`config.mk`:
```
export PLATFORM = sky130hd
export DESIGN_NAME = vmd_decoder
export DESIGN_NICKNAME = d
export VERILOG_FILES = /design/src/hdl/vmd_pkg.sv /design/src/hdl/vmd_addr_match.sv /design/src/hdl/vmd_decoder.sv
export VERILOG_INCLUDE_DIRS = /design/src /design/src/hdl
export SDC_FILE = /design/constraint.sdc
export NUM_CORES = 1
export LEC_CHECK = 0
export ABC_CLOCK_PERIOD_IN_PS = 3250
export BUFFER_PORTS_ARGS = -buffer_cell sky130_fd_sc_hd__clkbuf_2
export CAP_MARGIN = 20
export CORE_AREA = 3 3 141 143
export DETAILED_ROUTE_END_ITERATION = 8
export DIE_AREA = 0 0 144 146
export PLACE_DENSITY_LB_ADDON = 0.25
export SLEW_MARGIN = 20
export SYNTH_ARGS = -nofsm -noshare
export SYNTH_HDL_FRONTEND = slang
export SYNTH_SLANG_ARGS = --single-unit
```
`constraint.sdc`:
```
create_clock -name i_clk -period 3.25 [get_ports i_clk]
set_input_delay 0.4875 -clock i_clk [delete_from_list [all_inputs] [get_ports i_clk]]
set_output_delay 0.4875 -clock i_clk [all_outputs]
set_load 0.1 [all_outputs]
```
`src/hdl/vmd_defines.svh`:
```
// Constants for the VMEbus slave and local map decoder.
`ifndef VMD_DEFINES_SVH
`define VMD_DEFINES_SVH

// ==========================================================
// Decode control bit positions
`define VMD_DC_ACK_FLOAT    31
`define VMD_DC_PAS_QUAL     30
`define VMD_DC_SEL1_CS_HI   29
`define VMD_DC_SEL1_CS_LO   28
`define VMD_DC_SHORT_EN     26
`define VMD_DC_LOCAL_REDIR  19
`define VMD_DC_ACK_DLY_HI   18
`define VMD_DC_ACK_DLY_LO   17

// ==========================================================
// Fixed segments, in 64-Kbyte pages; mailbox offset in 256-byte units
`define VMD_BOOT_FIRST      16'hFF00
`define VMD_BOOT_LAST       16'hFFEF
`define VMD_PROG_LAST       16'hFFFD
`define VMD_MBOX_OFFSET     8'hFF

// ==========================================================
// Reset values and counter limit
`define VMD_IRQ_ROUTE_NONE  3'h7
`define VMD_ACK_CNT_MAX     2'h3

`endif

```
`src/hdl/vmd_pkg.sv`:
```
// Types shared by the decoder files.
package vmd_pkg;

	// Chip select picked for a second slave select hit
	typedef enum logic [1:0] {
		VMD_CS_SHARED,
		VMD_CS_BOOT,
		VMD_CS_DRAM,
		VMD_CS_SUBSYS
	} vmd_sel1_cs_t;

	// Chip select owned by a programmable region
	typedef enum logic [1:0] {
		VMD_REG_INACTIVE,
		VMD_REG_SHARED,
		VMD_REG_SUBSYS,
		VMD_REG_SPARE
	} vmd_region_cs_t;

	// Per-region attributes
	typedef struct packed {
		vmd_region_cs_t chip_select;
		logic           cache_inhibit_n;
		logic [1:0]     address_size_code;
		logic           word_size_n;
	} vmd_region_attr_t;

	// Slave cycle tracking
	typedef enum logic [1:0] {
		VMD_ST_IDLE,
		VMD_ST_ADDR,
		VMD_ST_STROBE,
		VMD_ST_END
	} vmd_state_t;

endpackage

```
`src/hdl/vmd_addr_match.sv`:
```
// Masked address comparator.
`timescale 1ns/1ns
module vmd_addr_match #(
	parameter int WIDTH = 32
)(
	// Compare operands
	input  wire logic [WIDTH-1:0] i_base,
	input  wire logic [WIDTH-1:0] i_mask,
	input  wire logic [WIDTH-1:0] i_addr,
	// Result
	output wire logic             o_match
);

	// Bits with a zero mask never cause a miss
	assign o_match = ~|((i_base ^ i_addr) & i_mask);
endmodule

```
`src/hdl/vmd_decoder.sv`:
```
// VMEbus slave select and local memory map decoder.
`timescale 1ns/1ns
`include "vmd_defines.svh"
module vmd_decoder import vmd_pkg::*; (
	// Clock and reset
	input  wire logic             i_clk,
	input  wire logic             i_resetn,
	// Configuration
	input  wire logic [31:0]      i_slave_base0,
	input  wire logic [31:0]      i_slave_mask0,
	input  wire logic [31:0]      i_slave_base1,
	input  wire logic [31:0]      i_slave_mask1,
	input  wire logic [15:0]      i_interproc_comm_addr,
	input  wire logic [31:0]      i_decode_ctrl,
	input  wire logic [15:0]      i_dram_upper_limit,
	input  wire logic [15:0]      i_boundary2,
	input  wire logic [15:0]      i_boundary3,
	input  wire vmd_region_attr_t i_region1_attr,
	input  wire vmd_region_attr_t i_region2_attr,
	input  wire vmd_region_attr_t i_region3_attr,
	input  wire vmd_region_attr_t i_default_attr,
	input  wire logic             i_dram_ack_external,
	input  wire logic             i_mailbox_irq_enable,
	input  wire logic [1:0]       i_mailbox_irq_route,
	input  wire logic             i_mailbox_irq_clear,
	// VMEbus address
	input  wire logic [31:0]      i_vme_addr,
	// Local bus
	input  wire logic             i_local_bus_grant_n,
	input  wire logic             i_local_address_enable,
	input  wire logic             i_processor_address_strobe_n,
	input  wire logic             i_local_write_n,
	input  wire logic [31:0]      i_local_addr,
	// Slave selects
	output logic                  o_slave_select_zero_n,
	output logic                  o_slave_select_one_n,
	output logic                  o_interproc_comm_select_n,
	// Chip selects
	output logic                  o_dram_chip_select_n,
	output logic                  o_boot_memory_select_n,
	output logic                  o_shared_resource_select_n,
	output logic                  o_subsystem_bus_select_n,
	// Upper local address, three-state
	output logic [23:0]           o_local_addr_hi,
	output logic                  o_local_addr_hi_oe,
	// Attributes
	output logic [1:0]            o_address_size_code,
	output logic                  o_word_size_n,
	output logic                  o_cache_inhibit_n,
	// Size acknowledge, three-state
	output logic [1:0]            o_size_acknowledge_n,
	output logic                  o_size_acknowledge_oe,
	// Local interrupts
	output logic [2:0]            o_local_irq_n
);

	// ==========================================================
	// Control fields
	wire logic         ack_float;
	wire logic         pas_qual;
	wire vmd_sel1_cs_t sel1_cs;
	wire logic         short_en;
	wire logic         local_redir;
	wire logic [1:0]   ack_delay;
	assign ack_float   = i_decode_ctrl[`VMD_DC_ACK_FLOAT];
	assign pas_qual    = i_decode_ctrl[`VMD_DC_PAS_QUAL];
	assign sel1_cs     = vmd_sel1_cs_t'(i_decode_ctrl[`VMD_DC_SEL1_CS_HI:`VMD_DC_SEL1_CS_LO]);
	assign short_en    = i_decode_ctrl[`VMD_DC_SHORT_EN];
	assign local_redir = i_decode_ctrl[`VMD_DC_LOCAL_REDIR];
	assign ack_delay   = i_decode_ctrl[`VMD_DC_ACK_DLY_HI:`VMD_DC_ACK_DLY_LO];

	// ==========================================================
	// Registers
	vmd_state_t  st_r;
	vmd_state_t  st_nxt;
	logic        cyc_sel0_r;
	logic        cyc_sel1_r;
	logic        forced_boot_r;
	logic [1:0]  ack_cnt_r;
	logic        ack_r;
	logic        mbox_irq_r;

	// ==========================================================
	// Slave select compares
	wire logic m0_vme;
	wire logic m1_vme;
	wire logic m1_short;
	wire logic m0_local;

	vmd_addr_match #(.WIDTH(32)) u_m0_vme (
		.i_base  (i_slave_base0),
		.i_mask  (i_slave_mask0),
		.i_addr  (i_vme_addr),
		.o_match (m0_vme)
	);
	vmd_addr_match #(.WIDTH(32)) u_m1_vme (
		.i_base  (i_slave_base1),
		.i_mask  (i_slave_mask1),
		.i_addr  (i_vme_addr),
		.o_match (m1_vme)
	);
	// Short space uses the top byte of the second base and mask
	vmd_addr_match #(.WIDTH(8)) u_m1_short (
		.i_base  (i_slave_base1[31:24]),
		.i_mask  (i_slave_mask1[31:24]),
		.i_addr  (i_vme_addr[15:8]),
		.o_match (m1_short)
	);
	// Local bus view of the first slave window
	vmd_addr_match #(.WIDTH(32)) u_m0_local (
		.i_base  (i_slave_base0),
		.i_mask  (i_slave_mask0),
		.i_addr  (i_local_addr),
		.o_match (m0_local)
	);

	// Select combination and interlock; select zero locks out select one except in short space
	wire logic sel0_hit;
	wire logic sel1_raw;
	wire logic sel1_hit;
	wire logic icomm_hit;
	assign sel0_hit  = m0_vme;
	assign sel1_raw  = short_en ? m1_short : m1_vme;
	assign sel1_hit  = sel1_raw && (!sel0_hit || short_en);
	assign icomm_hit = (i_vme_addr[15:8] == i_interproc_comm_addr[15:8]) ||
		(i_vme_addr[15:8] == i_interproc_comm_addr[7:0]);

	// ==========================================================
	// Slave cycle sequencing
	wire logic slave_active;
	wire logic pas_on;
	assign slave_active = !i_local_bus_grant_n && i_local_address_enable;
	assign pas_on       = !i_processor_address_strobe_n;

	// Cycle phases: address out, strobed, floated until the enable drops
	always_comb begin
		st_nxt = st_r;
		case (st_r)
			VMD_ST_IDLE: begin
				if (slave_active)
					st_nxt = VMD_ST_ADDR;
			end
			VMD_ST_ADDR: begin
				if (!slave_active)
					st_nxt = VMD_ST_IDLE;
				else if (pas_on)
					st_nxt = VMD_ST_STROBE;
			end
			VMD_ST_STROBE: begin
				if (!pas_on)
					st_nxt = slave_active ? VMD_ST_END : VMD_ST_IDLE;
			end
			VMD_ST_END: begin
				if (!slave_active)
					st_nxt = VMD_ST_IDLE;
			end
			default: st_nxt = VMD_ST_IDLE;
		endcase
	end

	wire logic in_slave;
	wire logic slave_strobed;
	wire logic drive_addr;
	assign in_slave      = (st_r != VMD_ST_IDLE);
	assign slave_strobed = (st_r == VMD_ST_STROBE) && pas_on;
	assign drive_addr    = (st_nxt == VMD_ST_ADDR) || (st_nxt == VMD_ST_STROBE);

	// ==========================================================
	// Local map decode on 64-Kbyte pages
	wire logic [23:0] eff_hi;
	wire logic [15:0] page;
	assign eff_hi = in_slave ? o_local_addr_hi : i_local_addr[31:8];
	assign page   = eff_hi[23:8];

	wire logic dram_range;
	wire logic boot_seg;
	wire logic in_r1;
	wire logic in_r2;
	wire logic in_r3;
	assign dram_range = &(~(i_dram_upper_limit & page));
	assign boot_seg   = (page >= `VMD_BOOT_FIRST) && (page <= `VMD_BOOT_LAST);
	assign in_r1 = (page >= i_dram_upper_limit) && (page < i_boundary2);
	assign in_r2 = (page >= i_boundary2) && (page < i_boundary3);
	assign in_r3 = (page >= i_boundary3) && (page <= `VMD_PROG_LAST);

	// Region attribute selection
	wire vmd_region_attr_t reg_attr;
	wire logic             in_region;
	assign in_region = in_r1 || in_r2 || in_r3;
	assign reg_attr  = in_r1 ? i_region1_attr :
		in_r2 ? i_region2_attr :
		in_r3 ? i_region3_attr : i_default_attr;

	// Processor-side selects; forced boot mode overrides DRAM, low block included
	wire logic proc_dram;
	wire logic proc_strobe_ok;
	assign proc_dram      = !forced_boot_r &&
		((dram_range && !in_region) || (local_redir && m0_local));
	assign proc_strobe_ok = !pas_qual || pas_on;

	// Slave-side selects, raised only once strobes are on
	wire logic slave_dram;
	wire logic slave_other;
	assign slave_dram  = (cyc_sel0_r && local_redir) ||
		(cyc_sel1_r && !cyc_sel0_r && sel1_cs == VMD_CS_DRAM);
	assign slave_other = cyc_sel1_r && !cyc_sel0_r;

	wire logic dram_nxt;
	wire logic boot_nxt;
	wire logic shared_nxt;
	wire logic subsys_nxt;
	assign dram_nxt   = in_slave ? (slave_strobed && slave_dram) :
		(proc_dram && proc_strobe_ok);
	assign boot_nxt   = in_slave ? (slave_strobed && slave_other && sel1_cs == VMD_CS_BOOT) :
		(pas_on && (boot_seg || forced_boot_r));
	assign shared_nxt = in_slave ? (slave_strobed && slave_other && sel1_cs == VMD_CS_SHARED) :
		(pas_on && in_region && reg_attr.chip_select == VMD_REG_SHARED);
	assign subsys_nxt = in_slave ? (slave_strobed && slave_other && sel1_cs == VMD_CS_SUBSYS) :
		(pas_on && in_region && reg_attr.chip_select == VMD_REG_SUBSYS);

	// ==========================================================
	// Acknowledge: counts clocks from DRAM select, holds until strobe ends
	wire logic ack_nxt;
	wire logic ack_oe_nxt;
	assign ack_nxt    = pas_on && !o_dram_chip_select_n && (ack_r || ack_cnt_r == ack_delay);
	assign ack_oe_nxt = pas_on && dram_nxt && !i_dram_ack_external &&
		!(ack_float && i_local_address_enable && in_slave);

	// ==========================================================
	// Mailbox: top page below the limit, top 256-byte offset
	wire logic mbox_hit;
	wire logic mbox_set;
	assign mbox_hit = (eff_hi[23:8] == i_dram_upper_limit - 16'h0001) &&
		(eff_hi[7:0] == `VMD_MBOX_OFFSET);
	assign mbox_set = i_mailbox_irq_enable && cyc_sel0_r && !i_local_write_n &&
		(st_r == VMD_ST_ADDR) && pas_on && mbox_hit;

	// ==========================================================
	// Cycle state and latched slave address
	always_ff @(posedge i_clk) begin
		if (!i_resetn) begin
			st_r            <= VMD_ST_IDLE;
			cyc_sel0_r      <= 1'b0;
			cyc_sel1_r      <= 1'b0;
			o_local_addr_hi <= 24'h00_0000;
		end else begin
			st_r <= st_nxt;
			if (st_r == VMD_ST_IDLE && slave_active) begin
				cyc_sel0_r      <= sel0_hit;
				cyc_sel1_r      <= sel1_hit;
				o_local_addr_hi <= i_vme_addr[31:8];
			end
		end
	end

	// Forced boot mode leaves on the first boot segment access
	always_ff @(posedge i_clk) begin
		if (!i_resetn)
			forced_boot_r <= 1'b1;
		else if (!in_slave && pas_on && boot_seg)
			forced_boot_r <= 1'b0;
	end

	// Selects, recomputed every clock as the address moves
	always_ff @(posedge i_clk) begin
		if (!i_resetn) begin
			o_slave_select_zero_n     <= 1'b1;
			o_slave_select_one_n      <= 1'b1;
			o_interproc_comm_select_n <= 1'b1;
		end else begin
			o_slave_select_zero_n     <= !sel0_hit;
			o_slave_select_one_n      <= !sel1_hit;
			o_interproc_comm_select_n <= !icomm_hit;
		end
	end

	// Chip selects and address enable
	always_ff @(posedge i_clk) begin
		if (!i_resetn) begin
			o_dram_chip_select_n       <= 1'b1;
			o_boot_memory_select_n     <= 1'b1;
			o_shared_resource_select_n <= 1'b1;
			o_subsystem_bus_select_n   <= 1'b1;
			o_local_addr_hi_oe         <= 1'b0;
		end else begin
			o_dram_chip_select_n       <= !dram_nxt;
			o_boot_memory_select_n     <= !boot_nxt;
			o_shared_resource_select_n <= !shared_nxt;
			o_subsystem_bus_select_n   <= !subsys_nxt;
			o_local_addr_hi_oe         <= drive_addr;
		end
	end

	// Attributes follow the strobe; idle values come from the default set
	always_ff @(posedge i_clk) begin
		if (!i_resetn) begin
			o_address_size_code <= 2'h0;
			o_word_size_n       <= 1'b1;
			o_cache_inhibit_n   <= 1'b1;
		end else begin
			o_address_size_code <= pas_on ? reg_attr.address_size_code : i_default_attr.address_size_code;
			o_word_size_n       <= pas_on ? reg_attr.word_size_n : i_default_attr.word_size_n;
			o_cache_inhibit_n   <= pas_on ? reg_attr.cache_inhibit_n : i_default_attr.cache_inhibit_n;
		end
	end

	// Acknowledge delay counter saturates so a long strobe cannot wrap it
	always_ff @(posedge i_clk) begin
		if (!i_resetn) begin
			ack_cnt_r             <= 2'h0;
			ack_r                 <= 1'b0;
			o_size_acknowledge_n  <= 2'h3;
			o_size_acknowledge_oe <= 1'b0;
		end else begin
			if (o_dram_chip_select_n)
				ack_cnt_r <= 2'h0;
			else if (ack_cnt_r != `VMD_ACK_CNT_MAX)
				ack_cnt_r <= ack_cnt_r + 2'h1;
			ack_r                 <= ack_nxt;
			o_size_acknowledge_n  <= ack_nxt ? 2'h0 : 2'h3;
			o_size_acknowledge_oe <= ack_oe_nxt;
		end
	end

	// Mailbox interrupt: sticky, a new hit beats a same-cycle clear
	always_ff @(posedge i_clk) begin
		if (!i_resetn)
			mbox_irq_r <= 1'b0;
		else if (mbox_set)
			mbox_irq_r <= 1'b1;
		else if (i_mailbox_irq_clear)
			mbox_irq_r <= 1'b0;
	end

	// Route onto the configured line; code 3 leaves all lines quiet
	wire logic [2:0] irq_lines;
	assign irq_lines = mbox_set || mbox_irq_r ?
		(i_mailbox_irq_route == 2'h0 ? 3'h6 : i_mailbox_irq_route == 2'h1 ? 3'h5 :
		i_mailbox_irq_route == 2'h2 ? 3'h3 : `VMD_IRQ_ROUTE_NONE) : `VMD_IRQ_ROUTE_NONE;
	always_ff @(posedge i_clk) begin
		if (!i_resetn)
			o_local_irq_n <= `VMD_IRQ_ROUTE_NONE;
		else
			o_local_irq_n <= irq_lines;
	end
endmodule

```
==> results.md <==
- # fillers: 1891
- Post-Synthesis Cells: 765
- Crit-path leading delay family: simple AND/OR/NAND/NOR gates
- IO Pins: 365
- GRT Resource Usage Total: 25.1%
- Critical path capture point type: register
- GRT busiest layer: met2
- Pin count of the biggest net entering global routing: 27
- WHS Path Cells: 2
- Ant diodes: 0
- Clk Tree Root Cell: clkbuf_16
- Yosys top cell area share: 16.7%
- Clock skew: 0.00752 ns
- GP Congestion: 0.947
- Met3 Use GR: 6.44%
- Setup TNS: 0 ns
- CTS buffer count: 5
- Die H: 146 µm
- Crit path DAT: 3.39 ns
- Area grow syn2layout: 52.1%
- Synth Net Count: 1154
- Fraction of registers with async set/reset: 0%
- Setup violators final: 0
- CP max FO: 8
- Cells on worst reg2reg path: 14
- Min-Delay Startpoint: i_dram_ack_external
- Worst r2r src: st_r[0]$_SDFF_PN0_
- Clk sink count: 50
- Final period util: 97.3%
- Dpl hpwl: 24800 µm
- Row count: 50
- Achievable Freq: 316 MHz
- Fin util: 48.8%
- Yosys cell types: 70
- Max cap viols: 0
- Grt ovf: 0
- Placed Cells: 1384
- CP max-delay cell: a2111oi_2
- Sw frac: 39.1%
- Synth area leader: dfxtp_1
- Max-slew violation count: 0
- CTS tree: yes
- DRC errors left: 0
- Non-Filler Instances: 1403
- Internal power: 1.58 mW
- Clk buf depth: 2
- Initial core utilization: 32.1%
- Final #Nets: 1557
- Synthesized area: 6010 µm²
- Slew @ Worst Pin: 0.947 ns
- Net Switching: 1.01 mW
- Hold buffer count at cts: 0
- Synth top area cells: dfxtp_1, xor2_1, ha_1
- Avg Inst Size Synth: 7.85 µm²
- Leakage power: 4.60 nW
- Post-route ant nets: 0
- Initial antenna violation count: 0
- Layout cell share with drive strength beyond 1: 43.7%
- Tmin final: 3.16 ns
- Global-route wire length before repair: 40400 µm
- Multi-input gate area: 5030 µm²
- Worst hold slack: 0.357 ns
- Die width: 144 µm
- Clk pwr share: 24.7%
- Drt first pass iters: 5
- Final Hold Vio Count: 0
- Status: finished, final reports clean
- Number of synthesized flops with an enable pin: 0
- Worst-path cell chain: nor2_4 -> clkbuf_16 -> mux2i_4 -> ha_1 -> nand2b_1 -> a2111oi_2 -> buf_4 -> nor4b_2 -> or3_4 -> nand3_4 -> buf_8 -> a31oi_2 -> and3_1 -> a31oi_2
- CTS clk-pin slew, worst paths: 0.07 ns
- Max stage delay on crit path: 0.37 ns
- Worst hold path class: in -> reg
- Post-Route WL: 28500 µm
- Number of synthesized register bits: 50
- Register Area: 1020 µm²
- Vias per cell: 5.28
- Slew margin rel.: 36.7%
- H-tree depth: 2
- Post-synthesis sequential area ratio: 16.7%
- Final Cell Area: 9140 µm²
- Unrepaired setup endpoints after global routing: yes
- Iter 0 DRT Violations: 589
- Die area: 21000 µm²
- Via Count: 7406
- Avg WL per Cell: 20.3 µm
- Worst-Skew Late Latency: 0.30 ns
- Setup crit start kind: register
- Worst Path Required: 3.47 ns
- M1 GR Usage: 36.4%
- Area post-placement: 8460 µm²
- Global Route met2 Usage: 38.5%
- Ys flop type: dfxtp_1
- VDD IR max: 185 µV
- Crit path kind: reg -> reg
- Comb power frac: 49.9%
- Sequential share of power: 25.4%
- Top cell by count, worst path: a31oi_2
- FF-to-FF End: o_shared_resource_select_n$_SDFF_PN1_
- Hold endpoint: o_size_acknowledge_oe$_SDFF_PN0_
- Reg-to-reg slack, setup: 0.09 ns
- WP buf/inv: 3
- Pwr dens: 284 nW/µm²
- IO buf count: 340
- Vias in the first global route: 7109
- Core Area: 18700 µm²
- Ys Warns: 0
==> cells in the mapped netlist, types with 8 or more instances <==
cell / instances
nand2_1: 79
nand3_1: 13
clkbuf_1: 21
nor2_1: 30
dfxtp_1: 50
a22oi_1: 39
nand4_1: 37
mux2_2: 10
xor2_1: 107
nor4_1: 12
nor3_1: 8
a21oi_1: 62
inv_1: 62
o21ai_0: 18
ha_1: 66
mux2i_1: 13
xnor2_1: 31
==> logic make-up (layout without fill, tap and decap cells) <==
kind of cell / Yosys count / count (layout) / synth area share [%]
compound gates: 173 / 173 / 19.2
xor+xnor: 140 / 140 / 20.9
fa+ha+maj: 66 / 66 / 13.7
buf+inv: 90 / 494 / 5.81
flops: 50 / 50 / 16.7
mux: 23 / 23 / 4.04
simple gates: 223 / 223 / 19.6
==> routing by layer <==
layer / share of wire [%] / up-vias
met5: 0 / -
li1: - / 3553
met4: 0.91 / 0
met2: 44 / 361
met1: 45 / 3476
met3: 10 / 16
==> stage by stage <==
step / power [mW] / setup WS, ns
after floorplan: 1.33 / 0.0116
after global placement: 1.84 / -0.0521
after detailed placement: 1.85 / -0.122
after CTS: 2.50 / 0.0222
after global routing: 2.73 / -0.0731
final: 2.59 / 0.0869
==> worst register-to-register path: cells and delay by family, from the launching register on <==
family                   cells  cell delay [ns]
flip-flops                   1             0.33
multiplexers                 1             0.25
AO/OA/AOI/OAI                3             0.66
buffers and inverters        3             0.52
adder cells (fa/ha/maj)      1             0.27
AND/OR/NAND/NOR              6             1.07
==> cell usage in the layout, fill, tap and decap left out, types with 4 or more instances in the layout <==
master and count:
inv_1 57, xor2_1 107, o211ai_1 5, dfxtp_2 12
a221oi_1 4, o22ai_1 6, xnor2_1 31, nand2b_1 4
buf_4 76, mux2i_1 7, clkbuf_2 340, dfxtp_1 38
o21ai_0 13, a21oi_1 60, inv_2 5, a22oi_1 39
nand4_1 37, mux2i_4 5, clkbuf_16 6, nor3_1 7
o21ai_1 6, nand2_1 76, and3_1 4, mux2_4 8
buf_6 4, ha_4 10, nor4_1 9, nand3_1 12
nor2_1 28, ha_1 55
==> area by class of cell <==
| cell class | instances | share of cell area [%] |
|---|---|---|
| clock buffers | 6 | 1.52 |
| flip-flops and latches | 50 | 11.1 |
| multi-input cells | 625 | 55.0 |
| repair buffers | 424 | 26.2 |
| well taps | 234 | 3.20 |
| inverters | 62 | 2.55 |
| clock inverters | 2 | 0.424 |
==> state kept, by name, summed over array words and instances (netlist names), 2 cells and up <==
name	count
o_address_size_code	2
ack_cnt_r	2
o_local_addr_hi	24
st_r	2
o_local_irq_n	3
==> how the worst max path moves through the flow <==
| stage | from | endpoint | slack [ns] | depth (start not counted) |
|---|---|---|---|---|
| after floorplan | o_local_addr_hi[23]$_SDFFE_PN0P_ | o_shared_resource_select_n$_SDFF_PN1_ | 0.01 | 11 |
| after global placement | i_local_addr[28] | o_word_size_n$_SDFF_PN1_ | -0.05 | 13 |
| after detailed placement | st_r[1]$_SDFF_PN0_ | o_local_irq_n[1]$_SDFF_PP1_ | -0.12 | 11 |
| after CTS | st_r[1]$_SDFF_PN0_ | o_shared_resource_select_n$_SDFF_PN1_ | 0.02 | 13 |
| after global routing | st_r[0]$_SDFF_PN0_ | o_subsystem_bus_select_n$_SDFF_PN1_ | -0.07 | 14 |
| final | st_r[0]$_SDFF_PN0_ | o_shared_resource_select_n$_SDFF_PN1_ | 0.09 | 14 |
==> timing repair <==
action,CTS,global route
cloned,0,1
setup buffers,0,11
pin swaps,0,19
gates resized for setup,14,64
setup endpoints to repair,9,9
==> power groups by stage <==
stage          sequential, mW  combinational [mW]  clock, mW
5_1_grt                 0.662                1.39      0.676
6_report                0.659                1.29      0.642
4_1_cts                 0.657                1.20      0.641
2_1_floorplan           0.828               0.502          0
3_3_place_gp            0.670                1.17          0
3_5_place_dp            0.670                1.18          0
(Power assumes the default switching activity.)
